$ cat config.mk
export PLATFORM = sky130hd
export DESIGN_NAME = uart_async_rx_recovery
export DESIGN_NICKNAME = d
export VERILOG_FILES = /design/src/inc/uart_rx_pkg.sv /design/src/inc/sample_if.sv /design/src/design/uart_async_rx_recovery.sv /design/src/design/rx_sampler.sv
export SDC_FILE = /design/constraint.sdc
export NUM_CORES = 1
export LEC_CHECK = 0
export BUFFER_PORTS_ARGS = -buffer_cell sky130_fd_sc_hd__buf_2
export CAP_MARGIN = 30
export CORE_ASPECT_RATIO = 0.5
export CORE_MARGIN = 10
export CORE_UTILIZATION = 55
export CTS_BUF_LIST = sky130_fd_sc_hd__clkbuf_8
export DETAILED_ROUTE_END_ITERATION = 7
export PLACE_DENSITY = 0.75
export SKIP_CTS_REPAIR_TIMING = 1
export SLEW_MARGIN = 20
export SYNTH_ARGS = -nofsm -noshare
export SYNTH_HDL_FRONTEND = slang
export SYNTH_SLANG_ARGS = --single-unit
export TNS_END_PERCENT = 5
$ cat constraint.sdc
create_clock -name clk -period 5.6 [get_ports clk]
set_input_delay 0.56 -clock clk [delete_from_list [all_inputs] [get_ports clk]]
set_output_delay 0.56 -clock clk [all_outputs]
set_load 0.02 [all_outputs]
$ cat src/inc/uart_rx_pkg.sv
package uart_rx_pkg;
    // =====================================================
    // widths
    localparam int unsigned DIV_W     = 12;  // baud divisor width
    localparam int unsigned DATA_W    = 9;   // widest character
    localparam int unsigned SMP_W     = 5;   // sample counter width
    localparam int unsigned BIDX_W    = 4;   // bit index width

    // =====================================================
    // sampling figures
    localparam logic [SMP_W-1:0] SPB_NORMAL  = 5'h10;  // samples per bit, normal
    localparam logic [SMP_W-1:0] SPB_DOUBLE  = 5'h08;  // samples per bit, double speed
    localparam logic [SMP_W-1:0] QUAL_NORMAL = 5'h08;  // first centre sample, normal
    localparam logic [SMP_W-1:0] QUAL_DOUBLE = 5'h04;  // first centre sample, double speed
    localparam logic [SMP_W-1:0] VOTE_SPAN   = 5'h02;  // last centre minus first
    localparam logic [SMP_W-1:0] SMP_FIRST   = 5'h01;  // first low sample number
    localparam logic              LINE_IDLE   = 1'b1;

    // =====================================================
    // receiver states
    typedef enum logic [3:0] {
        ST_IDLE  = 4'h1,
        ST_START = 4'h2,
        ST_BITS  = 4'h4,
        ST_TAIL  = 4'h8
    } rx_state_type;

    // two of three wins
    function automatic logic majority3(input logic [2:0] s);
        return (s[0] & s[1]) | (s[0] & s[2]) | (s[1] & s[2]);
    endfunction
endpackage

$ cat src/inc/sample_if.sv
`timescale 1ns/1ns
interface sample_if;
    logic tick;  // one sample instant
    logic rx;    // synchronised receive line
    modport src (output tick, output rx);
    modport dst (input tick, input rx);
endinterface

$ cat src/design/uart_async_rx_recovery.sv
`timescale 1ns/1ns
module uart_async_rx_recovery
    import uart_rx_pkg::*;
#(
    parameter int unsigned DIV_WIDTH = DIV_W
)
(
    // clock and reset
    input  wire logic                 clk,
    input  wire logic                 rst_b,
    // serial line
    input  wire logic                 serial_rx_pin,
    // configuration
    input  wire logic                 receiver_enable_bit,
    input  wire logic                 double_speed_select,
    input  wire logic [DIV_WIDTH-1:0] baud_divisor,
    input  wire logic [3:0]           char_bits,
    input  wire logic                 parity_enable,
    // receive buffer head
    input  wire logic                 rx_read,
    output logic                      rx_valid,
    output logic [DATA_W-1:0]         rx_data,
    output logic                      frame_error_flag,
    output logic                      overrun_flag
);
    sample_if smp ();

    rx_state_type      state;
    logic [SMP_W-1:0]  scount;
    logic [BIDX_W-1:0] bit_idx;
    logic [2:0]        votes;
    logic              last_sample;
    logic [DATA_W-1:0] shreg;
    logic              pend_valid;
    logic [DATA_W-1:0] pend_data;
    logic              pend_fe;
    logic              tail_valid;
    logic [DATA_W-1:0] tail_data;
    logic              tail_fe;

    wire logic         en   = receiver_enable_bit;
    wire logic         tick = smp.tick;
    wire logic         rx   = smp.rx;
    logic [SMP_W-1:0]  spb;
    logic [SMP_W-1:0]  vote_first;
    logic [SMP_W-1:0]  vote_last;
    logic [BIDX_W-1:0] nbits;
    logic [2:0]        cur_votes;
    logic              bitval;
    logic              at_vote_last;
    logic              start_seen;
    logic              start_ok;
    logic              frame_done;
    logic              pop;
    logic              push;

    // =====================================================
    // line synchroniser and sample tick
    rx_sampler u_sampler (
        .clk           (clk),
        .rst_b         (rst_b),
        .serial_rx_pin (serial_rx_pin),
        .baud_divisor  (baud_divisor[DIV_W-1:0]),
        .smp           (smp.src)
    );

    // =====================================================
    // mode figures and vote decisions
    assign spb          = double_speed_select ? SPB_DOUBLE : SPB_NORMAL;
    assign vote_first   = double_speed_select ? QUAL_DOUBLE : QUAL_NORMAL;
    assign vote_last    = vote_first + VOTE_SPAN;
    assign nbits        = char_bits + {3'h0, parity_enable};
    assign cur_votes    = {votes[1:0], rx};
    assign bitval       = majority3(cur_votes);
    assign at_vote_last = tick && scount == vote_last;
    assign start_seen   = en && state == ST_IDLE && tick && last_sample && !rx;
    assign start_ok     = en && state == ST_START && at_vote_last && !bitval;
    assign frame_done   = en && state == ST_BITS && at_vote_last && bit_idx == nbits;
    assign pop          = rx_read && rx_valid;
    assign push         = pend_valid && (!tail_valid || pop);

    // =====================================================
    // previous sample for edge search
    always_ff @(posedge clk or negedge rst_b) begin
        if (!rst_b) begin
            last_sample <= LINE_IDLE;
        end else if (tick) begin
            last_sample <= rx;
        end
    end

    // =====================================================
    // start detection and bit sequencing
    always_ff @(posedge clk or negedge rst_b) begin
        if (!rst_b) begin
            state   <= ST_IDLE;
            scount  <= '0;
            bit_idx <= '0;
            votes   <= '0;
        end else if (!en) begin
            state   <= ST_IDLE;
            scount  <= '0;
            bit_idx <= '0;
        end else if (tick) begin
            if (scount >= vote_first && scount <= vote_last) begin
                votes <= cur_votes;
            end
            case (state)
                ST_IDLE: begin
                    if (last_sample && !rx) begin
                        state  <= ST_START;
                        scount <= SMP_FIRST + 1'b1;  // this tick was sample one; count names the next
                    end
                end
                ST_START: begin
                    if (scount == vote_last && bitval) begin
                        state <= ST_IDLE;
                    end else if (scount == spb) begin
                        state   <= ST_BITS;
                        scount  <= SMP_FIRST;
                        bit_idx <= '0;
                    end else begin
                        scount <= scount + 1'b1;
                    end
                end
                ST_BITS: begin
                    if (scount == vote_last && bit_idx == nbits) begin
                        // later bits, extra stops included, never looked at
                        state <= double_speed_select ? ST_TAIL : ST_IDLE;
                    end else if (scount == spb) begin
                        scount  <= SMP_FIRST;
                        bit_idx <= bit_idx + 1'b1;
                    end else begin
                        scount <= scount + 1'b1;
                    end
                end
                ST_TAIL: begin
                    // one sample later before double speed accepts an edge
                    state <= ST_IDLE;
                end
                default: begin
                    state <= ST_IDLE;
                end
            endcase
        end
    end

    // =====================================================
    // data shifter, cleared per frame so short characters read zero above
    always_ff @(posedge clk or negedge rst_b) begin
        if (!rst_b) begin
            shreg <= '0;
        end else if (start_ok) begin
            shreg <= '0;
        end else if (en && state == ST_BITS && at_vote_last && bit_idx < char_bits) begin
            shreg[bit_idx] <= bitval;
        end
    end

    // =====================================================
    // completed character copied from the shifter, waiting in pend_data
    always_ff @(posedge clk or negedge rst_b) begin
        if (!rst_b) begin
            pend_valid <= 1'b0;
            pend_data  <= '0;
            pend_fe    <= 1'b0;
        end else if (!en) begin
            pend_valid <= 1'b0;
        end else if (frame_done) begin
            pend_valid <= 1'b1;  // an unmoved older character is lost here
            pend_data  <= shreg;
            pend_fe    <= !bitval;
        end else if (push) begin
            pend_valid <= 1'b0;
        end
    end

    // =====================================================
    // two-entry receive buffer; head drives the outputs
    always_ff @(posedge clk or negedge rst_b) begin
        if (!rst_b) begin
            rx_valid         <= 1'b0;
            rx_data          <= '0;
            frame_error_flag <= 1'b0;
            tail_valid       <= 1'b0;
            tail_data        <= '0;
            tail_fe          <= 1'b0;
        end else if (!en) begin
            rx_valid   <= 1'b0;
            tail_valid <= 1'b0;
        end else if (pop) begin
            if (tail_valid) begin
                rx_data          <= tail_data;
                frame_error_flag <= tail_fe;
                tail_valid       <= push;
                tail_data        <= pend_data;
                tail_fe          <= pend_fe;
            end else begin
                rx_valid         <= push;
                rx_data          <= pend_data;
                frame_error_flag <= pend_fe;
            end
        end else if (push) begin
            if (!rx_valid) begin
                rx_valid         <= 1'b1;
                rx_data          <= pend_data;
                frame_error_flag <= pend_fe;
            end else begin
                tail_valid <= 1'b1;
                tail_data  <= pend_data;
                tail_fe    <= pend_fe;
            end
        end
    end

    // =====================================================
    // overrun: set wins over the clear by a successful move
    always_ff @(posedge clk or negedge rst_b) begin
        if (!rst_b) begin
            overrun_flag <= 1'b0;
        end else if (!en) begin
            overrun_flag <= 1'b0;
        end else if (start_ok && tail_valid && pend_valid && !pop) begin
            overrun_flag <= 1'b1;
        end else if (push) begin
            overrun_flag <= 1'b0;
        end
    end

    // =====================================================
    // checks
    property p_edge_start;
        @(posedge clk) disable iff (!rst_b)
        start_seen |=> (state == ST_START && scount == 5'h02);
    endproperty
    a_edge_start: assert property (p_edge_start) else $error("falling edge missed");
    property p_noise;
        @(posedge clk) disable iff (!rst_b)
        (en && state == ST_START && at_vote_last && bitval) |=> state == ST_IDLE;
    endproperty
    a_noise: assert property (p_noise) else $error("noise start not rejected");
    property p_qual_pos;
        @(posedge clk) disable iff (!rst_b)
        start_ok |-> (scount == (double_speed_select ? 5'h06 : 5'h0a));
    endproperty
    a_qual_pos: assert property (p_qual_pos) else $error("wrong qualification sample");
    property p_align;
        @(posedge clk) disable iff (!rst_b)
        (en && state == ST_START && tick && scount == spb) |=> (state == ST_BITS && scount == 5'h01);
    endproperty
    a_align: assert property (p_align) else $error("bit timing not realigned");
    property p_states;
        @(posedge clk) disable iff (!rst_b)
        (state == ST_BITS) |-> (scount >= 5'h01 && scount <= (double_speed_select ? 5'h08 : 5'h10));
    endproperty
    a_states: assert property (p_states) else $error("sample state out of range");
    property p_frame_err;
        @(posedge clk) disable iff (!rst_b)
        frame_done |=> (pend_valid && pend_fe == !$past(bitval));
    endproperty
    a_frame_err: assert property (p_frame_err) else $error("frame error not recorded");
    property p_rearm;
        @(posedge clk) disable iff (!rst_b)
        (frame_done && !double_speed_select) |=> state == ST_IDLE;
    endproperty
    a_rearm: assert property (p_rearm) else $error("not ready after stop vote");
    property p_disable;
        @(posedge clk) disable iff (!rst_b)
        !en |=> (state == ST_IDLE && !rx_valid && !pend_valid && !overrun_flag);
    endproperty
    a_disable: assert property (p_disable) else $error("disable did not flush");
    property p_overrun;
        @(posedge clk) disable iff (!rst_b)
        (start_ok && tail_valid && pend_valid && !pop) |=> overrun_flag;
    endproperty
    a_overrun: assert property (p_overrun) else $error("overrun not flagged");
    c_frame: cover property (@(posedge clk) disable iff (!rst_b) frame_done && bitval);
    c_noise: cover property (@(posedge clk) disable iff (!rst_b) en && state == ST_START && at_vote_last && bitval);
    c_fe:    cover property (@(posedge clk) disable iff (!rst_b) frame_done && !bitval);
    c_ovr:   cover property (@(posedge clk) disable iff (!rst_b) $rose(overrun_flag));
endmodule

$ cat src/design/rx_sampler.sv
`timescale 1ns/1ns
module rx_sampler
    import uart_rx_pkg::*;
(
    // clock and reset
    input  wire logic             clk,
    input  wire logic             rst_b,
    // line and rate
    input  wire logic             serial_rx_pin,
    input  wire logic [DIV_W-1:0] baud_divisor,
    // sample stream
    sample_if.src                 smp
);
    logic             meta;
    logic             sync;
    logic [DIV_W-1:0] count;
    logic             tick;

    // =====================================================
    // two-flop synchroniser, idle high out of reset
    always_ff @(posedge clk or negedge rst_b) begin
        if (!rst_b) begin
            meta <= LINE_IDLE;
            sync <= LINE_IDLE;
        end else begin
            meta <= serial_rx_pin;
            sync <= meta;
        end
    end

    // =====================================================
    // sample tick every divisor+1 clocks; divisor rounding is the receiver's share of rate error
    always_ff @(posedge clk or negedge rst_b) begin
        if (!rst_b) begin
            count <= '0;
            tick  <= 1'b0;
        end else if (count == '0) begin
            count <= baud_divisor;
            tick  <= 1'b1;
        end else begin
            count <= count - 1'b1;
            tick  <= 1'b0;
        end
    end

    assign smp.tick = tick;
    assign smp.rx   = sync;

    property p_tick_gap;
        @(posedge clk) disable iff (!rst_b)
        (tick && baud_divisor != '0 && count != '0) |=> !tick;
    endproperty
    a_tick_gap: assert property (p_tick_gap) else $error("sample ticks too close");
endmodule

==> results.md, run 1 <==
* Status: finished clean
* Syn Nets at 408
* Std cell rows at 21
* CP max FO at 12
* Seq/Total Area, Yosys at 47.72%
* Diode count at 0
* Slew @ Worst Pin at 0.8729 ns
* Post-Synthesis Cell Area at 3891 µm²
* Post-synth EDFFs at 0
* Worst Clk Skew at 0.007302 ns
* Clock root cell: clkbuf_8
* Worst path required time at 5.88 ns
* Yosys warning count at 0
* Worst Path Arrival at 2.93 ns
* Clock Pin Slew Worst Setup and Hold Paths at 0.08 ns
* Core Area at 6779 µm²
* CTS max path bufs at 2
* Post-route minimum period at ~2.6 ns
* Post-Route WL at 7712 µm
* GRT Resource Usage Total at 14.69%
* Cell variety after synth at 57
* First DRT Iteration DRCs at 256
* # IOs at 35
* Grt ovf at 0
* Initial Util at a little under three fifths
* Leakage at 2.039 nW
* HPWL after DPL at between 5000 and 6000 µm
* Sum Neg Setup Slack at 0 ns
* Slew Viols, Final at 0
* Avg WL per Cell at around 15 µm
* Hold WC Path Type: input port to asynchronous set/reset pin
* Initial antenna violation count at 0
* DIE HEIGHT at a little under 80 µm
* ANT nets after route at 0
* First-pass GRT wire length at roughly 14000 µm
* DRC Markers at 0
* Hold Violations, Final at 0
* Latest clock arrival within the worst-skew pair at 0.36 ns
* Vias at around 2800
* Worst VDD drop at 0.0001581 V
* Final worst path period share at between 40% and 50%
* Startpoint class of the critical path: flip-flop
* Port Buffers at 34
* Pre-antenna DRT Iters at 4
* DIE WIDTH at ~140 µm
* Final Wtd Congestion at 0.8788
* Post-Place Setup Slack at 2.737 ns
* Area added between synthesis and finish at 12.09%
* Layout Cells excl Fill at ~500
* Post-Synthesis Cells at 369
* CTS tree: built
* Pwr dens at approximately 240 nW/µm²
* RSZ-0062 raised after global routing: no
* DR vias/cell at 5.665
* Final Setup Violations at 0
* WS Path Type: flip-flop to flip-flop
* Ys flop type: dfrtp_1
* Max-slew headroom at around two fifths
* Max-cap violations at 0
* #FFs+latches synth at 74
* Max Freq at 377.7 MHz
* H-tree levels at 3
* Placed cells at 485
* Asr flop ratio synth at 100.0%
* Worst Slack Setup Final at 2.952 ns
* CTS buffer count at 9
* Largest net degree at the start of global routing at 75
* Setup crit end kind: flip-flop
* Final Core Density at 64.34%
* Nets@finish at ~440
* Synth Area per Inst at 10.55 µm²
* Fraction of layout cells with a size suffix above 1 at 21.95%
* Clk sinks at 74
* Vias in the first global route at 2898
* Die Area at 11040 µm²
## state kept, by name (all words and copies together) (netlist names)
signal              count
scount                  5
pend_valid              1
frame_error_flag        1
u_sampler.smp.rx        1
tail_valid              1
state                   4
u_sampler.smp.tick      1
u_sampler.count        12
last_sample             1
u_sampler.meta          1
overrun_flag            1
rx_data                 9
shreg                   9
tail_data               9
bit_idx                 4
pend_data               9
votes                   2
tail_fe                 1
rx_valid                1
pend_fe                 1
## where the power goes
part	internal [mW]	leakage (nW)	total [mW]	switching (mW)
logic	0.0322	0.967	0.0773	0.0451
clock network	0.208	0.0962	0.418	0.209
registers	0.542	0.976	0.552	0.00998
## routing by layer
layer  up-vias  track usage (%)  routed length, µm
met5         -                0                  0
met4         0            4.244                112
met3        16            5.760                495
met2        71            25.40               3763
met1      1359            16.74               3340
li1       1398                -                  -
## area by class of cell
class	instances	area, µm²
clock inverters	7	76.32
flip-flops and latches	74	1857
well taps	92	115.1
clock buffers	9	123.9
fillers	542	2417
inverters	19	71.32
multi-input cells	264	1906
repair buffers	37	212.7
## through the flow
stage                     hold slack [ns]  total power, mW  instance area (µm²)
final                              0.1690            1.047                 4362
after global routing               0.1832            1.093                 4362
after CTS                          0.2855            1.056                 4334
after detailed placement           0.3513           0.6366                 4134
after global placement             0.3501           0.6327                 4134
after floorplan                    0.2644           0.6035                 3891
## cell usage after synthesis (2+ instances only)
cell	instances	area share (%)
dfrtp_1	70	45
nand2_1	48	4.6
o21ai_0	32	4.1
mux2_2	25	7.2
inv_1	19	1.8
mux2i_1	19	4.9
ha_1	16	5.1
nand3_1	14	1.8
nor2_1	13	1.3
a21oi_1	9	1.2
clkbuf_1	8	0.77
o211ai_1	7	1.4
o31ai_1	7	1.4
xnor2_1	6	1.4
xor2_1	6	1.4
nor3b_1	5	0.96
dfstp_2	4	2.7
nand2b_1	4	0.64
nor2b_1	3	0.48
o21a_1	3	0.58
or4_1	3	0.58
a211oi_1	2	0.39
a21o_1	2	0.39
and3_1	2	0.32
and4_1	2	0.45
and4b_1	2	0.51
nand3b_1	2	0.39
nand4b_1	2	0.45
nor3_1	2	0.26
nor4b_1	2	0.45
o2111ai_1	2	0.45
o41ai_2	2	0.84
or3_1	2	0.32
## cells by family (layout without fill, tap and decap cells)
family	count (synthesis)	in the layout	share of synthesized area, %
AND/OR/NAND/NOR	114	114	15.31
buffers and inverters	31	72	3.312
AO/OA/AOI/OAI	77	77	13.12
flip-flops	74	74	47.72
XOR/XNOR	13	13	3.280
adder cells (fa/ha/maj)	16	16	5.145
multiplexers	44	44	12.12
## worst paths after layout
check,slack (ns),endpoint,cells after the start,from
max,2.95,shreg[2],6,scount[2]
min,0.17,u_sampler.count[2],2,rst_b
max reg2reg,2.95,shreg[2],6,scount[2]
min reg2reg,0.36,u_sampler.smp.rx,0,u_sampler.meta
max in group asynchronous,4.82,state[0],3,rst_b
min in group clk,0.30,u_sampler.meta,1,serial_rx_pin
## placed cells by master, fill, tap and decap left out, types with 3 or more instances in the layout
cell type,synthesis,layout
nor3b_1,5,5
nand2_1,48,48
mux2_2,25,25
ha_1,16,16
o211ai_1,7,7
o21a_1,3,3
clkbuf_8,0,9
dfstp_2,4,4
inv_1,19,19
nor2_1,13,13
o21ai_0,32,32
xor2_1,6,6
or4_1,3,3
a21oi_1,9,9
xnor2_1,6,6
nor2b_1,3,3
mux2i_1,19,19
nand2b_1,4,4
buf_2,1,34
nand3_1,14,14
dfrtp_1,70,70
o31ai_1,7,7
## worst max-delay path, stage by stage, from the launching register on
cell and delay, ns:
dfrtp_1 0.47, ha_1 0.35, nand4b_1 0.19, nor4b_1 0.43
o2111ai_1 0.51, nor3b_1 0.41, mux2i_1 0.21
Note: power is estimated with default switching activity, not from simulation.
==> run 2, diff against run 1 <==
==> constraint.sdc (replaced) <==
create_clock -name clk -period 2.75 [get_ports clk]
set_input_delay 0.275 -clock clk [delete_from_list [all_inputs] [get_ports clk]]
set_output_delay 0.275 -clock clk [all_outputs]
set_load 0.02 [all_outputs]
==> run 2 against run 1 <==
  * The flow now finishes with violations (hold timing)
  * Power increased by 96%
  * Clock-buffer cell count rose by 2
  * Combinational power increased by 100%
  * Clock skew grew 0.0088 ns
  * Sequential share of layout area grew 0.098 points
  * Non-clock buffer count increased by 2
  * Clock power up 85%
  * Critical endpoint is now shreg[3]
  * Highest routed layer unchanged
==> results.md, run 2 (synthesized netlist as in run 1, its figures left out) <==
* Status: finished, violations left (was finished clean)
* Violated checks: hold timing
* Global routing usage on met2 at 23.56% (was 25.40%)
* Worst Clk Skew at 0.01614 ns (was 0.007302 ns)
* Worst VDD drop at 0.0002407 V (was 0.0001581 V)
* # IOs at 35 (unchanged)
* Final worst path period share at 86.59% (was 47.28%)
* Worst R2R Start: scount[2] (unchanged)
* Max-cap violations at 0 (unchanged)
* HPWL after DPL at 5623 µm (was 5661 µm)
* Buffers plus inverters on the worst setup path at 1 (was 0)
* Final Setup Violations at 0 (unchanged)
* Pwr dens at 471.5 nW/µm² (was 240.0 nW/µm²)
* Std cell rows at 21 (unchanged)
* Final Wtd Congestion at 0.9244 (was 0.8788)
* Hold WC Path Type: input port to asynchronous set/reset pin (unchanged)
* Sum Neg Setup Slack at 0 ns (unchanged)
* Nets@finish at 446 (was 444)
* Post-Route WL at 7578 µm (was 7712 µm)
* Most frequent cells in the layout: dfrtp_1, nand2_1, buf_2 (unchanged)
* Area added between synthesis and finish at 11.83% (was 12.09%)
* Worst Path Arrival at 2.66 ns (was 2.93 ns)
* Post-Place Setup Slack at 0.4545 ns (was 2.737 ns)
* Slew Viols, Final at 0 (unchanged)
* Critical Path Slowest Stage Cell: dfrtp_1 (was o2111ai_1)
* Port Buffers at 34 (unchanged)
* DR vias/cell at 5.645 (was 5.665)
* Setup crit end kind: flip-flop (unchanged)
* Die Area at 11040 µm² (unchanged)
* Cells along the critical path: ha_1 -> nand4b_1 -> nor4b_1 -> o2111ai_1 -> buf_4 -> nor3b_1 -> mux2i_1 (was ha_1 -> nand4b_1 -> nor4b_1 -> o2111ai_1 -> nor3b_1 -> mux2i_1)
* Worst Slack Setup Final at 0.3688 ns (was 2.952 ns)
* Most Used Layer, Global Route: met2 (unchanged)
* Core Area at 6779 µm² (unchanged)
* Hold Violations, Final at 6 (was 0)
* Slew @ Worst Pin at 0.7759 ns (was 0.8729 ns)
* Vias at 2845 (was 2844)
* Fraction of layout cells with a size suffix above 1 at 21.84% (was 21.95%)
* Worst path max stage delay at 0.47 ns (was 0.51 ns)
* Most common cell after layout, fill and taps aside: dfrtp_1 (unchanged)
* Clock root cell: clkbuf_8 (unchanged)
* Initial antenna violation count at 0 (unchanged)
* Initial Util at 57.40% (unchanged)
* First DRT Iteration DRCs at 120 (was 256)
* R2R depth at 7 (was 6)
* Largest net degree at the start of global routing at 42 (was 75)
* Vias in the first global route at 2913 (was 2898)
* CTS max path bufs at 2 (unchanged)
* H-tree levels at 3 (unchanged)
* Avg WL per Cell at 15.04 µm (was 15.36 µm)
* Grt ovf at 0 (unchanged)
* CP max FO at 12 (unchanged)
* Grt met3 use at 5.226% (was 5.760%)
* Pre-antenna DRT Iters at 4 (unchanged)
* Worst path required time at 3.03 ns (was 5.88 ns)
* WS Path Type: flip-flop to flip-flop (unchanged)
* Hold slack at -0.008502 ns (was 0.1690 ns)
* FF-to-FF End: shreg[3] (was shreg[2])
* Largest Register: u_sampler.count (unchanged)
* DIE WIDTH at 139.0 µm (unchanged)
* CP top delay family: simple AND/OR/NAND/NOR gates (unchanged)
* RSZ-0062 raised after global routing: no (unchanged)
* Latest clock arrival within the worst-skew pair at 0.36 ns (about the same)
* ANT nets after route at 0 (unchanged)
* DRC Markers at 0 (unchanged)
* Startpoint class of the critical path: flip-flop (unchanged)
* DIE HEIGHT at 79.48 µm (unchanged)
* Reg2reg setup slack at 0.37 ns (was 2.95 ns)
* Clock Pin Slew Worst Setup and Hold Paths at 0.08 ns (about the same)
* Max Freq at 420.0 MHz (was 377.7 MHz)
* Diode count at 0 (unchanged)
* CTS tree: built (unchanged)
* Clk sinks at 74 (unchanged)
* Max-slew headroom at 48.27% (was 41.74%)
* Post-route minimum period at 2.381 ns (was 2.648 ns)
* Max reg flops at 12 (unchanged)
* Met1 usage at 17.84% (was 16.74%)
* Leakage at 2.044 nW (was 2.039 nW)
* CTS buffer count at 9 (unchanged)
* First-pass GRT wire length at 13450 µm (was 13680 µm)
* GRT Resource Usage Total at 14.56% (was 14.69%)
-- run 2: power breakdown --
| part | switching [mW] | total [mW] | internal [mW] |
|---|---|---|---|
| clock | 0.403 | 0.775 | 0.372 |
| sequential | 0.0194 | 1.12 | 1.10 |
| combinational | 0.0907 | 0.155 | 0.0638 |
| total | 0.513 | 2.05 | 1.54 |
-- run 2: layout make-up --
cell class	instances	area, µm²
inverters	19	71.32
clock inverters	5	31.28
flip-flops and latches	74	1857
clock buffers	11	151.4
multi-input cells	264	1906
well taps	92	115.1
repair buffers	39	220.2
fillers	577	2427
-- run 2: layer usage --
layer  part of all wire [%]  wire [µm]  vias up
li1                       -          -     1408
met1                     47       3592     1373
met2                     46       3521       51
met5                      0          0        -
met3                    4.6        346       13
met4                    1.5        117        0
-- run 2: worst max path at each step --
stage                   startpoint  endpoint  slack, ns  cells after the start
3_3_place_gp   double_speed_select  shreg[2]       0.52                      9
6_report                 scount[2]  shreg[3]       0.37                      7
2_1_floorplan            scount[2]  shreg[3]       0.59                      7
5_1_grt                  scount[2]  shreg[0]       0.18                      7
4_1_cts                  scount[2]  shreg[3]       0.43                      7
3_5_place_dp             scount[2]  shreg[0]       0.45                      7
-- run 2: worst register-to-register path, cell delays in order, from the launching register on --
cell and delay (ns):
dfrtp_1 0.47, ha_1 0.34, nand4b_1 0.19, nor4b_1 0.46, o2111ai_1 0.18, buf_4 0.20, nor3b_1 0.27, mux2i_1 0.21
-- run 2: metrics by stage --
step	instance area [µm²]	total power, mW	cells	hold slack [ns]	utilization, %
5_1_grt	4352	2.154	504	0.002617	64.19
3_3_place_gp	4169	1.290	488	0.3508	61.50
3_5_place_dp	4169	1.297	488	0.3493	61.50
2_1_floorplan	3891	1.229	369	-0.02059	-
4_1_cts	4352	2.081	504	0.006030	64.19
6_report	4352	2.052	504	-0.008502	64.19
